$ cat src/pkg/exec_mask_pkg.sv
package exec_mask_pkg;
  localparam int ISA_BIT = 24;
  localparam int CB_HI_MSB = 15;
  localparam int CB_HI_LSB = 10;
  localparam int CB_LO_MSB = 26;
  localparam int CB_LO_LSB = 25;
  localparam int RES_MSB = 15;
  localparam int RES_LSB = 12;
  localparam int LOW_MSB = 11;
  localparam int LOW_LSB = 10;
  localparam int CB_TAIL_MSB = 4;
  localparam int CB_BASE_MSB = 7;
  localparam int CB_BASE_LSB = 5;
  localparam int CB_END_MSB = 2;
  localparam int MASK_BIT = 0;
  localparam logic [31:0] EXEC_KEEP = 32'h0700_FC00;
  localparam logic [31:0] ZERO_WORD = 32'h0000_0000;
  localparam logic [7:0] CB_IDLE = 8'h00;
  localparam logic [3:0] RES_NONE = 4'h0;
  localparam logic [1:0] TWO_ZERO = 2'h0;
  localparam logic [2:0] THREE_ZERO = 3'h0;

  typedef logic signed [9:0] prio_t;
  localparam prio_t PRIO_NONE = 10'sh100;
  localparam prio_t PRIO_ZERO = 10'sh000;
  localparam prio_t PRIO_SPLIT = 10'sh080;
  localparam prio_t PRIO_FAULT = -10'sh001;
  localparam prio_t PRIO_FAULT_S = -10'sh003;

  typedef enum logic [1:0] {
    SEL_EXEC = 2'b00,
    SEL_IMASK = 2'b01,
    SEL_FMASK = 2'b10
  } sreg_sel_e;

  typedef enum logic [2:0] {
    SRC_NONE = 3'b000,
    SRC_BRANCH_REG = 3'b001,
    SRC_PC_LOAD = 3'b010,
    SRC_EXC_RET = 3'b011,
    SRC_VECTOR = 3'b100
  } tbit_src_e;

  typedef struct packed {
    logic rd;
    logic wr;
    sreg_sel_e sel;
    logic secure;
    logic [31:0] wdata;
  } sreg_req_s;

  typedef struct packed {
    logic valid;
    logic fault;
    logic secure;
    logic disable_exc;
  } mask_chg_req_s;

  typedef struct packed {
    tbit_src_e src;
    logic [31:0] value;
  } tbit_upd_s;

  typedef struct packed {
    logic intr;
    logic can_suspend;
    logic [3:0] next_reg;
    logic resumed;
  } xfer_req_s;

  typedef struct packed {
    logic start;
    logic [7:0] state;
    logic step;
  } cb_req_s;

  typedef struct packed {
    logic valid;
    prio_t prio;
  } pend_req_s;
endpackage

$ cat src/design/exec_state_mask.sv
// Operation
// - state bit 24, bits 31:27,23:16,9:0 zero
// - bits 26:25,15:10 shared resume/cond block
// - exec state reads return zero, writes ignored
// - interrupted transfer records next register 15:12
// - resume transfer from recorded register
// - resume state keeps 26:25,11:10 zero
// - no suspend possible: restart from first register
// - cond block covers up to four instructions
// - inside cond block transfers only restart
// - only compact instruction set state supported
// - state bit changes only from listed sources
// - issue with state bit zero faults
// - masks via special access and change instr
// - interrupt mask blocks configurable priority per bank
// - mask bit 0 only, boost to zero
// - nonsecure mask boost 0x0 or 0x80 by split
// - boost masks equal or lower priorities
// - fault mask also blocks some fixed priorities
// - fault bit 0, boost to minus one; nonsecure without routing 0x0 or 0x80 by split
// - routing set: secure -3, nonsecure -1
module exec_state_mask
  import exec_mask_pkg::*;
#(
  parameter bit SECURE_EXT = 1'b1
) (
  input wire logic clk_i,
  input wire logic reset_n_i,
  input wire sreg_req_s sreg_i,
  input wire mask_chg_req_s mask_chg_i,
  input wire tbit_upd_s tbit_i,
  input wire xfer_req_s xfer_i,
  input wire cb_req_s cb_i,
  input wire pend_req_s pend_i,
  input wire logic instr_issue_i,
  input wire logic priority_split_i,
  input wire logic fault_routing_i,
  output logic [31:0] sreg_rdata_o,
  output logic [31:0] exec_state_o,
  output logic resume_valid_o,
  output logic [3:0] resume_reg_o,
  output logic xfer_restart_o,
  output logic cb_active_o,
  output logic state_fault_o,
  output prio_t exec_prio_o,
  output logic pend_blocked_o
);

  function automatic logic [7:0] cb_bits(input logic [31:0] w);
    cb_bits = {w[CB_HI_MSB:CB_HI_LSB], w[CB_LO_MSB:CB_LO_LSB]};
  endfunction

  function automatic logic cb_live(input logic [31:0] w);
    cb_live = (w[CB_LO_MSB:CB_LO_LSB] != TWO_ZERO) ||
              (w[LOW_MSB:LOW_LSB] != TWO_ZERO);
  endfunction

  function automatic prio_t lower(input prio_t a, input prio_t b);
    lower = (b < a) ? b : a;
  endfunction

  logic [31:0] exec_q;
  logic [31:0] next_exec;
  logic restart_q;
  logic next_restart;
  logic fault_q;
  logic next_fault;
  logic imask_s, imask_ns, fblock_s, fblock_ns;
  logic next_imask_s, next_imask_ns, next_fblock_s, next_fblock_ns;
  logic [31:0] rdata_q;
  logic [31:0] next_rdata;
  prio_t prio_q;
  prio_t next_prio;
  logic blocked_q;
  logic next_blocked;
  logic [7:0] cb_next;
  logic bank_s;

  // exec word; later assignments win, exception return last
  always_comb begin
    next_exec = exec_q;
    next_restart = 1'b0;
    cb_next = cb_bits(exec_q);
    if (cb_i.start) begin
      cb_next = cb_i.state;
    end else if (cb_i.step && cb_live(exec_q)) begin
      // base cond kept, mask shifts; zero in bits 2:0 ends the block
      if (cb_next[CB_END_MSB:0] == THREE_ZERO) begin
        cb_next = CB_IDLE;
      end else begin
        cb_next = {cb_next[CB_BASE_MSB:CB_BASE_LSB],
                   cb_next[CB_TAIL_MSB - 1:0], 1'b0};
      end
    end
    if (cb_i.start || cb_i.step) begin
      next_exec[CB_HI_MSB:CB_HI_LSB] = cb_next[7:2];
      next_exec[CB_LO_MSB:CB_LO_LSB] = cb_next[1:0];
    end
    if (xfer_i.intr) begin
      if (xfer_i.can_suspend && !cb_live(exec_q)) begin
        next_exec[RES_MSB:RES_LSB] = xfer_i.next_reg;
        next_exec[CB_LO_MSB:CB_LO_LSB] = TWO_ZERO;
        next_exec[LOW_MSB:LOW_LSB] = TWO_ZERO;
      end else begin
        next_restart = 1'b1;
      end
    end
    if (xfer_i.resumed && !cb_live(exec_q)) begin
      next_exec[RES_MSB:RES_LSB] = RES_NONE;
    end
    unique case (tbit_i.src)
      SRC_NONE: begin
      end
      SRC_BRANCH_REG, SRC_PC_LOAD, SRC_VECTOR: begin
        next_exec[ISA_BIT] = tbit_i.value[0];
      end
      SRC_EXC_RET: begin
        next_exec = tbit_i.value & EXEC_KEEP;
      end
      default: begin
      end
    endcase
    // reserved bits never leave zero
    next_exec = next_exec & EXEC_KEEP;
  end

  // the state bit is only tracked; no other state exists
  always_comb begin
    next_fault = instr_issue_i && !exec_q[ISA_BIT];
  end

  always_ff @(posedge clk_i) begin
    if (!reset_n_i) begin
      exec_q <= ZERO_WORD;
      restart_q <= 1'b0;
      fault_q <= 1'b0;
    end else begin
      exec_q <= next_exec;
      restart_q <= next_restart;
      fault_q <= next_fault;
    end
  end

  // without the extension only the secure copy exists
  assign bank_s = sreg_i.secure || !SECURE_EXT;

  always_comb begin
    next_imask_s = imask_s;
    next_imask_ns = imask_ns;
    next_fblock_s = fblock_s;
    next_fblock_ns = fblock_ns;
    next_rdata = ZERO_WORD;
    if (sreg_i.wr) begin
      unique case (sreg_i.sel)
        SEL_EXEC: begin
        end
        SEL_IMASK: begin
          if (bank_s) begin
            next_imask_s = sreg_i.wdata[MASK_BIT];
          end else begin
            next_imask_ns = sreg_i.wdata[MASK_BIT];
          end
        end
        SEL_FMASK: begin
          if (bank_s) begin
            next_fblock_s = sreg_i.wdata[MASK_BIT];
          end else begin
            next_fblock_ns = sreg_i.wdata[MASK_BIT];
          end
        end
        default: begin
        end
      endcase
    end
    // change instr comes after the write so it wins a same-cycle clash
    if (mask_chg_i.valid) begin
      if (mask_chg_i.fault) begin
        if (mask_chg_i.secure || !SECURE_EXT) begin
          next_fblock_s = mask_chg_i.disable_exc;
        end else begin
          next_fblock_ns = mask_chg_i.disable_exc;
        end
      end else if (mask_chg_i.secure || !SECURE_EXT) begin
        next_imask_s = mask_chg_i.disable_exc;
      end else begin
        next_imask_ns = mask_chg_i.disable_exc;
      end
    end
    if (sreg_i.rd) begin
      unique case (sreg_i.sel)
        SEL_EXEC: next_rdata = ZERO_WORD;
        SEL_IMASK: begin
          next_rdata[MASK_BIT] = bank_s ? imask_s : imask_ns;
        end
        SEL_FMASK: begin
          next_rdata[MASK_BIT] = bank_s ? fblock_s : fblock_ns;
        end
        default: next_rdata = ZERO_WORD;
      endcase
    end
  end

  // boost is the most urgent of all active masks
  always_comb begin
    next_prio = PRIO_NONE;
    if (next_imask_s) begin
      next_prio = lower(next_prio, PRIO_ZERO);
    end
    if (next_imask_ns && SECURE_EXT) begin
      next_prio = lower(next_prio,
        priority_split_i ? PRIO_SPLIT : PRIO_ZERO);
    end
    if (next_fblock_s) begin
      next_prio = lower(next_prio, (SECURE_EXT && fault_routing_i) ?
        PRIO_FAULT_S : PRIO_FAULT);
    end
    if (next_fblock_ns && SECURE_EXT) begin
      next_prio = lower(next_prio, fault_routing_i ? PRIO_FAULT :
        (priority_split_i ? PRIO_SPLIT : PRIO_ZERO));
    end
    // signed compare: a smaller number is more urgent
    next_blocked = pend_i.valid && (pend_i.prio >= prio_q);
  end

  always_ff @(posedge clk_i) begin
    if (!reset_n_i) begin
      imask_s <= 1'b0;
      imask_ns <= 1'b0;
      fblock_s <= 1'b0;
      fblock_ns <= 1'b0;
      rdata_q <= ZERO_WORD;
      prio_q <= PRIO_NONE;
      blocked_q <= 1'b0;
    end else begin
      imask_s <= next_imask_s;
      imask_ns <= next_imask_ns;
      fblock_s <= next_fblock_s;
      fblock_ns <= next_fblock_ns;
      rdata_q <= next_rdata;
      prio_q <= next_prio;
      blocked_q <= next_blocked;
    end
  end

  assign sreg_rdata_o = rdata_q;
  assign exec_state_o = exec_q;
  assign resume_reg_o = exec_q[RES_MSB:RES_LSB];
  assign resume_valid_o = !cb_live(exec_q) &&
    (exec_q[RES_MSB:RES_LSB] != RES_NONE);
  assign xfer_restart_o = restart_q;
  assign cb_active_o = cb_live(exec_q);
  assign state_fault_o = fault_q;
  assign exec_prio_o = prio_q;
  assign pend_blocked_o = blocked_q;
endmodule

$ cat config.mk
export PLATFORM = sky130hd
export DESIGN_NAME = exec_state_mask
export DESIGN_NICKNAME = d
export VERILOG_FILES = /design/src/pkg/exec_mask_pkg.sv /design/src/design/exec_state_mask.sv
export SDC_FILE = /design/constraint.sdc
export NUM_CORES = 1
export LEC_CHECK = 0
export BUFFER_PORTS_ARGS = -buffer_cell sky130_fd_sc_hd__buf_2
export CAP_MARGIN = 20
export CORE_MARGIN = 3
export CORE_UTILIZATION = 31
export DETAILED_ROUTE_END_ITERATION = 8
export GPL_ROUTABILITY_DRIVEN = 0
export PLACE_DENSITY = 0.78
export RECOVER_POWER = 100
export SLEW_MARGIN = 40
export SYNTH_ARGS = -nofsm -noshare
export SYNTH_HDL_FRONTEND = slang
export SYNTH_SLANG_ARGS = --single-unit
$ cat constraint.sdc
create_clock -name clk_i -period 2.66 [get_ports clk_i]
set_input_delay 0 -clock clk_i [delete_from_list [all_inputs] [get_ports clk_i]]
set_output_delay 0 -clock clk_i [all_outputs]
set_load 0.05 [all_outputs]
* Word-level counts from Yosys, hierarchy flattened
Cells that the tools add are included.
** Storage, ports and cells
- Register bits after elaboration :: 58
- Input bits :: 109
** Operators by class
- Reduce and logical (&&, ||, !) cells :: 18
- Magnitude comparators :: 4
- Equal/unequal tests :: 6
- Multiplexer cells :: 51
** Operators by type and width (number)
- $mux 10 :: 7
- $mux 8 :: 4
- $mux 1 :: 27
- $lt 10x10->1 :: 2
- $mux 6 :: 3
- $mux 16 :: 1
- $ge 10x10->1 :: 1
- $lt 3x10->1 :: 1
- $mux 2 :: 5
- $mux 9 :: 1
- $eq 3x2->1 const B :: 2
- $logic_and 1x1->1 :: 6
- $reduce_bool 2->1 :: 3
- $mux 4 :: 1
- $pmux 1 s2 :: 2
- $reduce_and 2->1 :: 2
- $reduce_bool 4->1 :: 1
- $eq 3x1->1 const B :: 1
- $eq 3x3->1 const B :: 1
- $logic_not 3->1 :: 1
- $reduce_or 3->1 :: 1
- $eq 2x1->1 const B :: 1
- $eq 2x2->1 const B :: 1
- $logic_not 1->1 :: 2
- $logic_or 1x1->1 :: 2

* Logic depth before layout (Yosys ltp)
Gate-level depths: netlist (run 1).
- Depth after elaboration :: 16
- Depth in mapped cells :: 13
- Mapped depth without buffers :: 13

* Worst setup path before layout (run 1)
No wires, ideal clock.
- Kind :: input -> register
- Start :: input sreg_i[34] in the netlist's numbering
- End :: register prio_q[1], in the netlist exec_prio_o[1]
- Stages on the path :: 13
- Setup slack :: 0.226 ns
- Library setup time :: 0.126 ns
- Required time :: 2.534 ns
- Arrival :: 2.308 ns
- Cell sequence :: inv_1 > ha_1 > nand3_2 > mux2i_4 > a21oi_1 > o211ai_1 > inv_1 > ha_1 > a2111o_1 > a211oi_1 > nor2b_1 > o21ai_0 > a31oi_1
** On the way
- Longest elaborated chain between the ends :: 16
- Elaborated cells between the ends (all ways) :: 32
- Those cells by class :: order compare: 3; eq/ne: 2; mux: 27
** RTL lines
- start, declared :: RTL line exec_state_mask.sv:29 : input wire sreg_req_s sreg_i,
- $eq 2x1->1 :: RTL line exec_state_mask.sv:154 : unique case (sreg_i.sel)
- $mux 1 :: RTL line exec_state_mask.sv:154
- $mux 1 :: RTL line exec_state_mask.sv:153 : if (sreg_i.wr) begin
- $mux 1 :: RTL line exec_state_mask.sv:183 : end else if (mask_chg_i.secure || !SECURE_EXT) begin
- $mux 1 :: RTL line exec_state_mask.sv:177 : if (mask_chg_i.fault) begin
- $mux 1 :: RTL line exec_state_mask.sv:176 : if (mask_chg_i.valid) begin
- $mux 9 :: RTL line exec_state_mask.sv:206 : if (next_imask_s) begin
- $lt 10x10->1 :: RTL line exec_state_mask.sv:59 : lower = (b < a) ? b : a;
- $mux 10 :: RTL line exec_state_mask.sv:59
- $mux 10 :: RTL line exec_state_mask.sv:209 : if (next_imask_ns && SECURE_EXT) begin
- $lt 3x10->1 :: RTL line exec_state_mask.sv:59
- $mux 10 :: RTL line exec_state_mask.sv:59
- $mux 10 :: RTL line exec_state_mask.sv:213 : if (next_fblock_s) begin
- $lt 10x10->1 :: RTL line exec_state_mask.sv:59
- $mux 10 :: RTL line exec_state_mask.sv:59
- $mux 10 * :: RTL line exec_state_mask.sv:217 : if (next_fblock_ns && SECURE_EXT) begin
- end signal, assigned :: RTL line exec_state_mask.sv:240 : prio_q <= next_prio;
- end, declared :: RTL line exec_state_mask.sv:72 : prio_t prio_q;
Every way passes the cells marked *; elsewhere a longest branch is shown, timed or not.
A chain may end at the register's enable or synchronous reset.

* Final worst setup path (run 1)
- Start :: register imask_s
- End :: register prio_q[1], in the netlist exec_prio_o[1]
** On the way
- Longest elaborated chain between the ends :: 16
** RTL lines
- start, declared :: RTL line exec_state_mask.sv:68 : logic imask_s, imask_ns, fblock_s, fblock_ns;
- start signal, assigned :: RTL line exec_state_mask.sv:235 : imask_s <= next_imask_s;
- $mux 1 :: RTL line exec_state_mask.sv:158 : if (bank_s) begin
- $mux 1 :: RTL line exec_state_mask.sv:154
- $mux 1 * :: RTL line exec_state_mask.sv:153
- $mux 1 :: RTL line exec_state_mask.sv:183
- $mux 1 :: RTL line exec_state_mask.sv:177
- $mux 1 * :: RTL line exec_state_mask.sv:176
- $mux 9 * :: RTL line exec_state_mask.sv:206
- $lt 10x10->1 :: RTL line exec_state_mask.sv:59
- $mux 10 :: RTL line exec_state_mask.sv:59
- $mux 10 * :: RTL line exec_state_mask.sv:209
- $lt 3x10->1 :: RTL line exec_state_mask.sv:59
- $mux 10 :: RTL line exec_state_mask.sv:59
- $mux 10 * :: RTL line exec_state_mask.sv:213
- $lt 10x10->1 :: RTL line exec_state_mask.sv:59
- $mux 10 :: RTL line exec_state_mask.sv:59
- $mux 10 * :: RTL line exec_state_mask.sv:217
Marked as above.

==> results.toml, run 1 <==
[die]
core_area_um2 = 6460
die_h_um = 88.2
die_w_um = 88.2
start_util_pct = 32.4
dieArea_um2 = 7780
rows = 29
ios = 192

[finish]
drive_above_1_share_pct = 19.3
n_antenna_cell = 0
syn_to_final_growth_pct = 17.1
register_area_um2 = 420
multiInputGateArea_um2 = 1310
fill_cells = 673
layout.nets = 480

[clocking]
clock_latency_ns = 0.26
clock_sinks = 21
cts_tree = "built"
clockBufferDepth = 2
ctsResizeCount = 0
clk_pin_slew_ns = 0.08
cts_hold_buf = 12
clockRootBuffer = "clkbuf_8"
cts_made_buffers = 3
cts_max_level = 1
postCtsSetupRepairBufs = 0

[global_routing]
top_usage_layer = "met2"
grt_use_met2_pct = 18.8
grtUsageMet3_pct = 2.07
grt_max_degree = 15
antenna_found_initial = 0
grt_pass1_wl_um = 7250
grt_pass1_vias = 1648
track_usage_pct = 11.3
met1_usage_pct = 15.5
grt_overflow = 0

[setup_path]
path_cells = "mux2i_4 > a21oi_1 > o211ai_1 > inv_1 > ha_1 > a2111o_1 > a211oi_1 > buf_4 > nor2b_1 > o21ai_0 > a31oi_1"
critPathLaunch = "imask_s"
r2r-start = "imask_s"
endpoint_kind = "register"
critPathMaxStageDelay_ns = 0.36
crit_path_max_fanout = 5
crit_slowest_cell = "a2111o_1"
critPathTopFamily = "compound AO/OA/AOI/OAI gates"
critical_path_arrival_ns = 2.51
crit_buf_inv = 2
crit_required_ns = 2.79
critical_path_class = "reg -> reg"
worst_setup_path_start_kind = "register"

[drt]
dr.pass1.iters = 4
dr_total_vias = 1966
routedWlPerCell_um = 11.3
drcViolationCount = 0
drt_iter0_markers = 127
postRouteAntennaNets = 0
vias_per_cell = 4.57
drt_wl_total_um = 4860

[yosys]
syn_area_per_cell_um2 = 7.84
ys_ff_latch = 21
synth_top_family_by_area = "buffers and inverters"
synth_ff_type = "dfxtp_1"
synth-simple-area-share_pct = 18.7
yosysSeqAreaShare_pct = 20.1
synthAdderAreaFrac_pct = 10.2
synthXorXnorAreaFrac_pct = 0.418
synth_mux_area_share_pct = 5.56
synthMostInstantiatedCell = "buf_4"
synth_edf_count = 0
async_reset_ff_share_pct = 0
syn-cell-area_um2 = 2090
synthCells = 267
synth_top_area_share_pct = 22.9
yosysTopAreaCell = "buf_4"
ys_top_cells_by_area = "buf_4 23%, dfxtp_1 20%, ha_1 10%"
ys_warn_count = 0
synth_commonest_cells = "64 x buf_4, 23 x nor2_1, 21 x dfxtp_1"
synth_compound_area_share_pct = 18.3
synth_cell_types = 49

[placement]
port_buffers = 84
dp_hpwl_um = 3880

[worst_hold_path]
min_path_type = "in -> reg"
hold_start = "reset_n_i"

[power]
peakVddDrop_mv = 0.267
p_leak_nw = 1.20
p_total_w = 0.00118
powerDensity_nw_per_um2 = 483

[sta]
min_period_over_period_pct = 89.6
finalClockSkew_ns = 0.00593
hold_violations = 0
finalWorstPathRequiredPeriod_ns = 2.38
max_freq_mhz = 420
setup_viol = 0
rsz0062_at_grt = "false"
worstMarginPinSlew_ns = 0.655
relSlewSlack_pct = 56.0
drv_slew = 0
tns_ns = 0

[flow_run]
cap_violations = 0

[outcome]
outcome = "finished clean"
state kept, by name, indices dropped and copies added (netlist names):
signal,cells
sreg_rdata_o,1
state_fault_o,1
fblock_ns,1
xfer_restart_o,1
fblock_s,1
imask_s,1
imask_ns,1
exec_state_o,9
exec_prio_o,4
pend_blocked_o,1
cell families (layout without fill, tap and decap cells):
family | count (synthesis) | count (layout)
multiplexers | 10 | 10
adder cells (fa/ha/maj) | 17 | 17
other | 1 | 54
flip-flops | 21 | 21
AND/OR/NAND/NOR | 78 | 78
AO/OA/AOI/OAI | 55 | 55
XOR/XNOR | 1 | 1
buffers and inverters | 84 | 117
power breakdown:
| group | switching (W) | leakage, nW | total, W | internal [W] |
|---|---|---|---|---|
| sequential | 0.0000218 | 0.173 | 0.000360 | 0.000338 |
| combinational | 0.000462 | 1.00 | 0.000615 | 0.000153 |
| clock | 0.000103 | 0.0228 | 0.000209 | 0.000107 |
| total | 0.000586 | 1.20 | 0.00118 | 0.000598 |
metrics by stage:
| stage | setup WS, ns | instances | utilization (%) | area, um2 | hold slack (ns) |
|---|---|---|---|---|---|
| final | 0.278 | 430 | 38.0 | 2450 | 0.00702 |
| after CTS | 0.271 | 430 | 38.6 | 2490 | 0.00648 |
| after floorplan | 0.226 | 320 | - | 2290 | 0.0619 |
| after detailed placement | 0.0670 | 414 | 36.0 | 2330 | 0.200 |
| after global placement | 0.109 | 414 | 36.0 | 2330 | 0.204 |
| after global routing | 0.00426 | 430 | 38.0 | 2450 | 0.00640 |
routing by layer:
layer | vias up | share of wire [%]
met3 | 2 | 7.1
li1 | 987 | -
met4 | 0 | 0.66
met2 | 92 | 48
met1 | 885 | 44
met5 | - | 0
path summary, 6_finish.rpt:
check                   end  slack (ns)  cells past startpoint
min          exec_prio_o[8]       0.007                      2
max reg2reg  exec_prio_o[1]        0.28                     11
max          exec_prio_o[1]        0.28                     11
min reg2reg   state_fault_o        0.45                      1
layout make-up:
| cell class | count | share of cell area (%) |
|---|---|---|
| clock buffer | 4 | 1.84 |
| inverter | 14 | 2.14 |
| multi-input combinational | 215 | 53.4 |
| sequential | 21 | 17.1 |
| tap | 77 | 3.93 |
| timing repair buffer | 99 | 21.5 |
cells in the final DEF (no fill, tap or decap), types with 3 or more instances in the layout:
cell type and n:
a22oi_1 3, clkbuf_1 29, dlygate4sd3_1 12, buf_4 3, mux2i_1 6, a211oi_1 3, nor2b_1 4, a221o_1 3
nor3_1 7, nand3b_1 3, conb_1 54, ha_1 17, clkbuf_8 3, o21ai_0 5, a21oi_1 18, a31oi_1 3
inv_1 14, o211ai_1 4, nand2_1 19, nor2_1 22, nand3_1 6, buf_2 56, dfxtp_1 21
No activity file was read; power rests on OpenSTA's default activity.
==> run 2, diff against run 1 <==
--- a/config.mk
+++ b/config.mk
@@ -7,7 +7,6 @@
 export LEC_CHECK = 0
 export BUFFER_PORTS_ARGS = -buffer_cell sky130_fd_sc_hd__buf_2
 export CAP_MARGIN = 20
-export CORE_MARGIN = 3
 export CORE_UTILIZATION = 31
 export DETAILED_ROUTE_END_ITERATION = 8
 export GPL_ROUTABILITY_DRIVEN = 0
==> run 2 against run 1 <==
  * The run now ends with DRC left
  * Global-route usage is 1.3 points higher
  * Highest routed layer unchanged
  * Sequential power hardly changed
  * Critical path depth stayed put
  * Die area is 8.9% lower
  * First-iteration DRC count is 40% lower
  * Critical path type unchanged
  * Sequential share of layout area hardly changed
  * Fmax is 0.56% lower
  * Wire length is 0.23% lower
  * Largest cell class unchanged
  * Power is 0.37% higher
  * Core utilization is 0.12 points higher
  * Combinational power hardly changed
  * Clock power is 2% higher
==> results.toml, run 2 (synthesis results as in run 1) <==
[outcome]
outcome = "finished with violations"
violations = "DRC"

[setup_path]
reg2reg_depth = 11
endpoint_kind = "register"
path_cells = "mux2i_4 > a21oi_1 > o211ai_1 > inv_1 > ha_1 > a2111o_1 > a211oi_1 > buf_4 > nor2b_1 > o21ai_0 > a31oi_1"
critPathTopFamily = "compound AO/OA/AOI/OAI gates"
r2r_slack_ns = 0.26
r2r-start = "imask_s"
crit_path_max_fanout = 5
crit_slowest_cell = "a2111o_1"
critical_path_arrival_ns = 2.52
r2r-end = "exec_prio_o[1]"
worst_setup_path_start_kind = "register"
crit_required_ns = 2.78
cp.depth = 11
critPathMaxStageDelay_ns = 0.36
crit_buf_inv = 2
critical_path_class = "reg -> reg"

[sta]
setup_viol = 0
finalClockSkew_ns = 0.00874
max_freq_mhz = 417
rsz0062_at_grt = "false"
min_period_over_period_pct = 90.1
relSlewSlack_pct = 52.6
finalWorstPathRequiredPeriod_ns = 2.40
drv_slew = 0
hold_violations = 0
worstMarginPinSlew_ns = 0.705
tns_ns = 0

[finish]
n_antenna_cell = 0
final_common_cell = "buf_2"
layout_common_cells = "55 x buf_2, 54 x conb_1, 29 x clkbuf_1"
final_util_pct = 38.1
layout.nets = 479
instances_no_fill = 429
drive_above_1_share_pct = 19.6
largest_register_ffs = 9
syn_to_final_growth_pct = 16.8

[global_routing]
antenna_found_initial = 0
track_usage_pct = 12.7
grt_overflow = 0
grt_max_degree = 15
grt_pass1_wl_um = 7440
grt_pass1_vias = 1774

[drt]
vias_per_cell = 4.55
postRouteAntennaNets = 0
routedWlPerCell_um = 11.3
dr.pass1.iters = 8
drt_iter0_markers = 76
dr_total_vias = 1954
drt_wl_total_um = 4850
drcViolationCount = 16

[placement]
port_buffers = 84
placedCellCount = 413
dp_hpwl_um = 3770

[power]
p_comb_share_pct = 51.6
p_leak_nw = 1.20
power_frac_clock_pct = 18.0
powerDensity_nw_per_um2 = 486
seqPwrFrac_pct = 30.4
p_int_w = 0.000595
switching_share_pct = 50.0
p_sw_w = 0.000594
peakVddDrop_mv = 0.172

[die]
start_util_pct = 32.6
rows = 29
ios = 192
dieArea_um2 = 7090
die_w_um = 84.2
core_area_um2 = 6420
die_h_um = 84.2

[clocking]
clock_sinks = 21
cts_made_buffers = 3
cts_max_level = 1
clockRootBuffer = "clkbuf_8"
postCtsSetupRepairBufs = 0
cts_tree = "built"
clockBufferDepth = 2
clock_latency_ns = 0.26
clk_pin_slew_ns = 0.08

[flow_run]
cap_violations = 0

[worst_hold_path]
min_path_cells = 2
min_path_type = "in -> reg"
hold_start = "sreg_i[36]"
hold_path_end = "sreg_rdata_o[0]"
[run 2: power by group through the flow]
stage          clock network [W]  logic, W  registers (W)
2_1_floorplan                  0  0.000489       0.000435
3_3_place_gp                   0  0.000596       0.000367
3_5_place_dp                   0  0.000606       0.000368
4_1_cts                 0.000225  0.000622       0.000361
5_1_grt                 0.000236  0.000656       0.000364
6_report                0.000214  0.000614       0.000361
[run 2: through the flow]
step	power, W	worst slack (ns)	hold WS (ns)	instance area, um2
2_1_floorplan	0.000924	0.226	0.0619	2290
3_3_place_gp	0.000963	0.129	0.205	2320
3_5_place_dp	0.000974	0.0658	0.207	2320
4_1_cts	0.00121	0.237	0.00385	2490
5_1_grt	0.00126	0.00610	0.0264	2450
6_report	0.00119	0.264	0.00975	2450
[run 2: timing repair]
item / 4_1_cts / 5_1_grt
resized for setup: 0 / 1
endpoints found under the setup margin: 0 / 1
hold endpoints to repair: 11 / 0
hold buffers: 12 / 0
[run 2: cell type report]
cell class,instances,area (um2)
Sequential cell,21,420
Inverter,14,52.6
Multi-Input combinational cell,215,1310
Clock buffer,3,41.3
Fill cell,681,3980
Timing Repair Buffer,98,519
Tap cell,77,96.3
Clock inverter,1,5.00
[run 2: worst reg2reg max path: stages (launching register included)]
cell and delay [ns]:
dfxtp_1 0.35, mux2i_4 0.21, a21oi_1 0.09, o211ai_1 0.22, inv_1 0.08, ha_1 0.30
a2111o_1 0.36, a211oi_1 0.20, buf_4 0.17, nor2b_1 0.05, o21ai_0 0.14, a31oi_1 0.10
[run 2: worst max path at each step]
stage / startpoint / end / slack [ns]
after floorplan: sreg_i[34] / exec_prio_o[1] / 0.23
after global placement: sreg_i[33] / exec_prio_o[1] / 0.13
after detailed placement: sreg_i[34] / exec_prio_o[1] / 0.07
after CTS: fblock_s / exec_prio_o[1] / 0.24
after global routing: imask_s / exec_prio_o[1] / 0.006
final: imask_s / exec_prio_o[1] / 0.26
[run 2: per-layer routing]
metal  GRT usage [%]  vias up  wire length, um
met5               0        -                0
met1            15.6      879             2150
li1                -      988                -
met4            5.49        0               80
met2            22.8       81             2370
met3           0.787        6              244
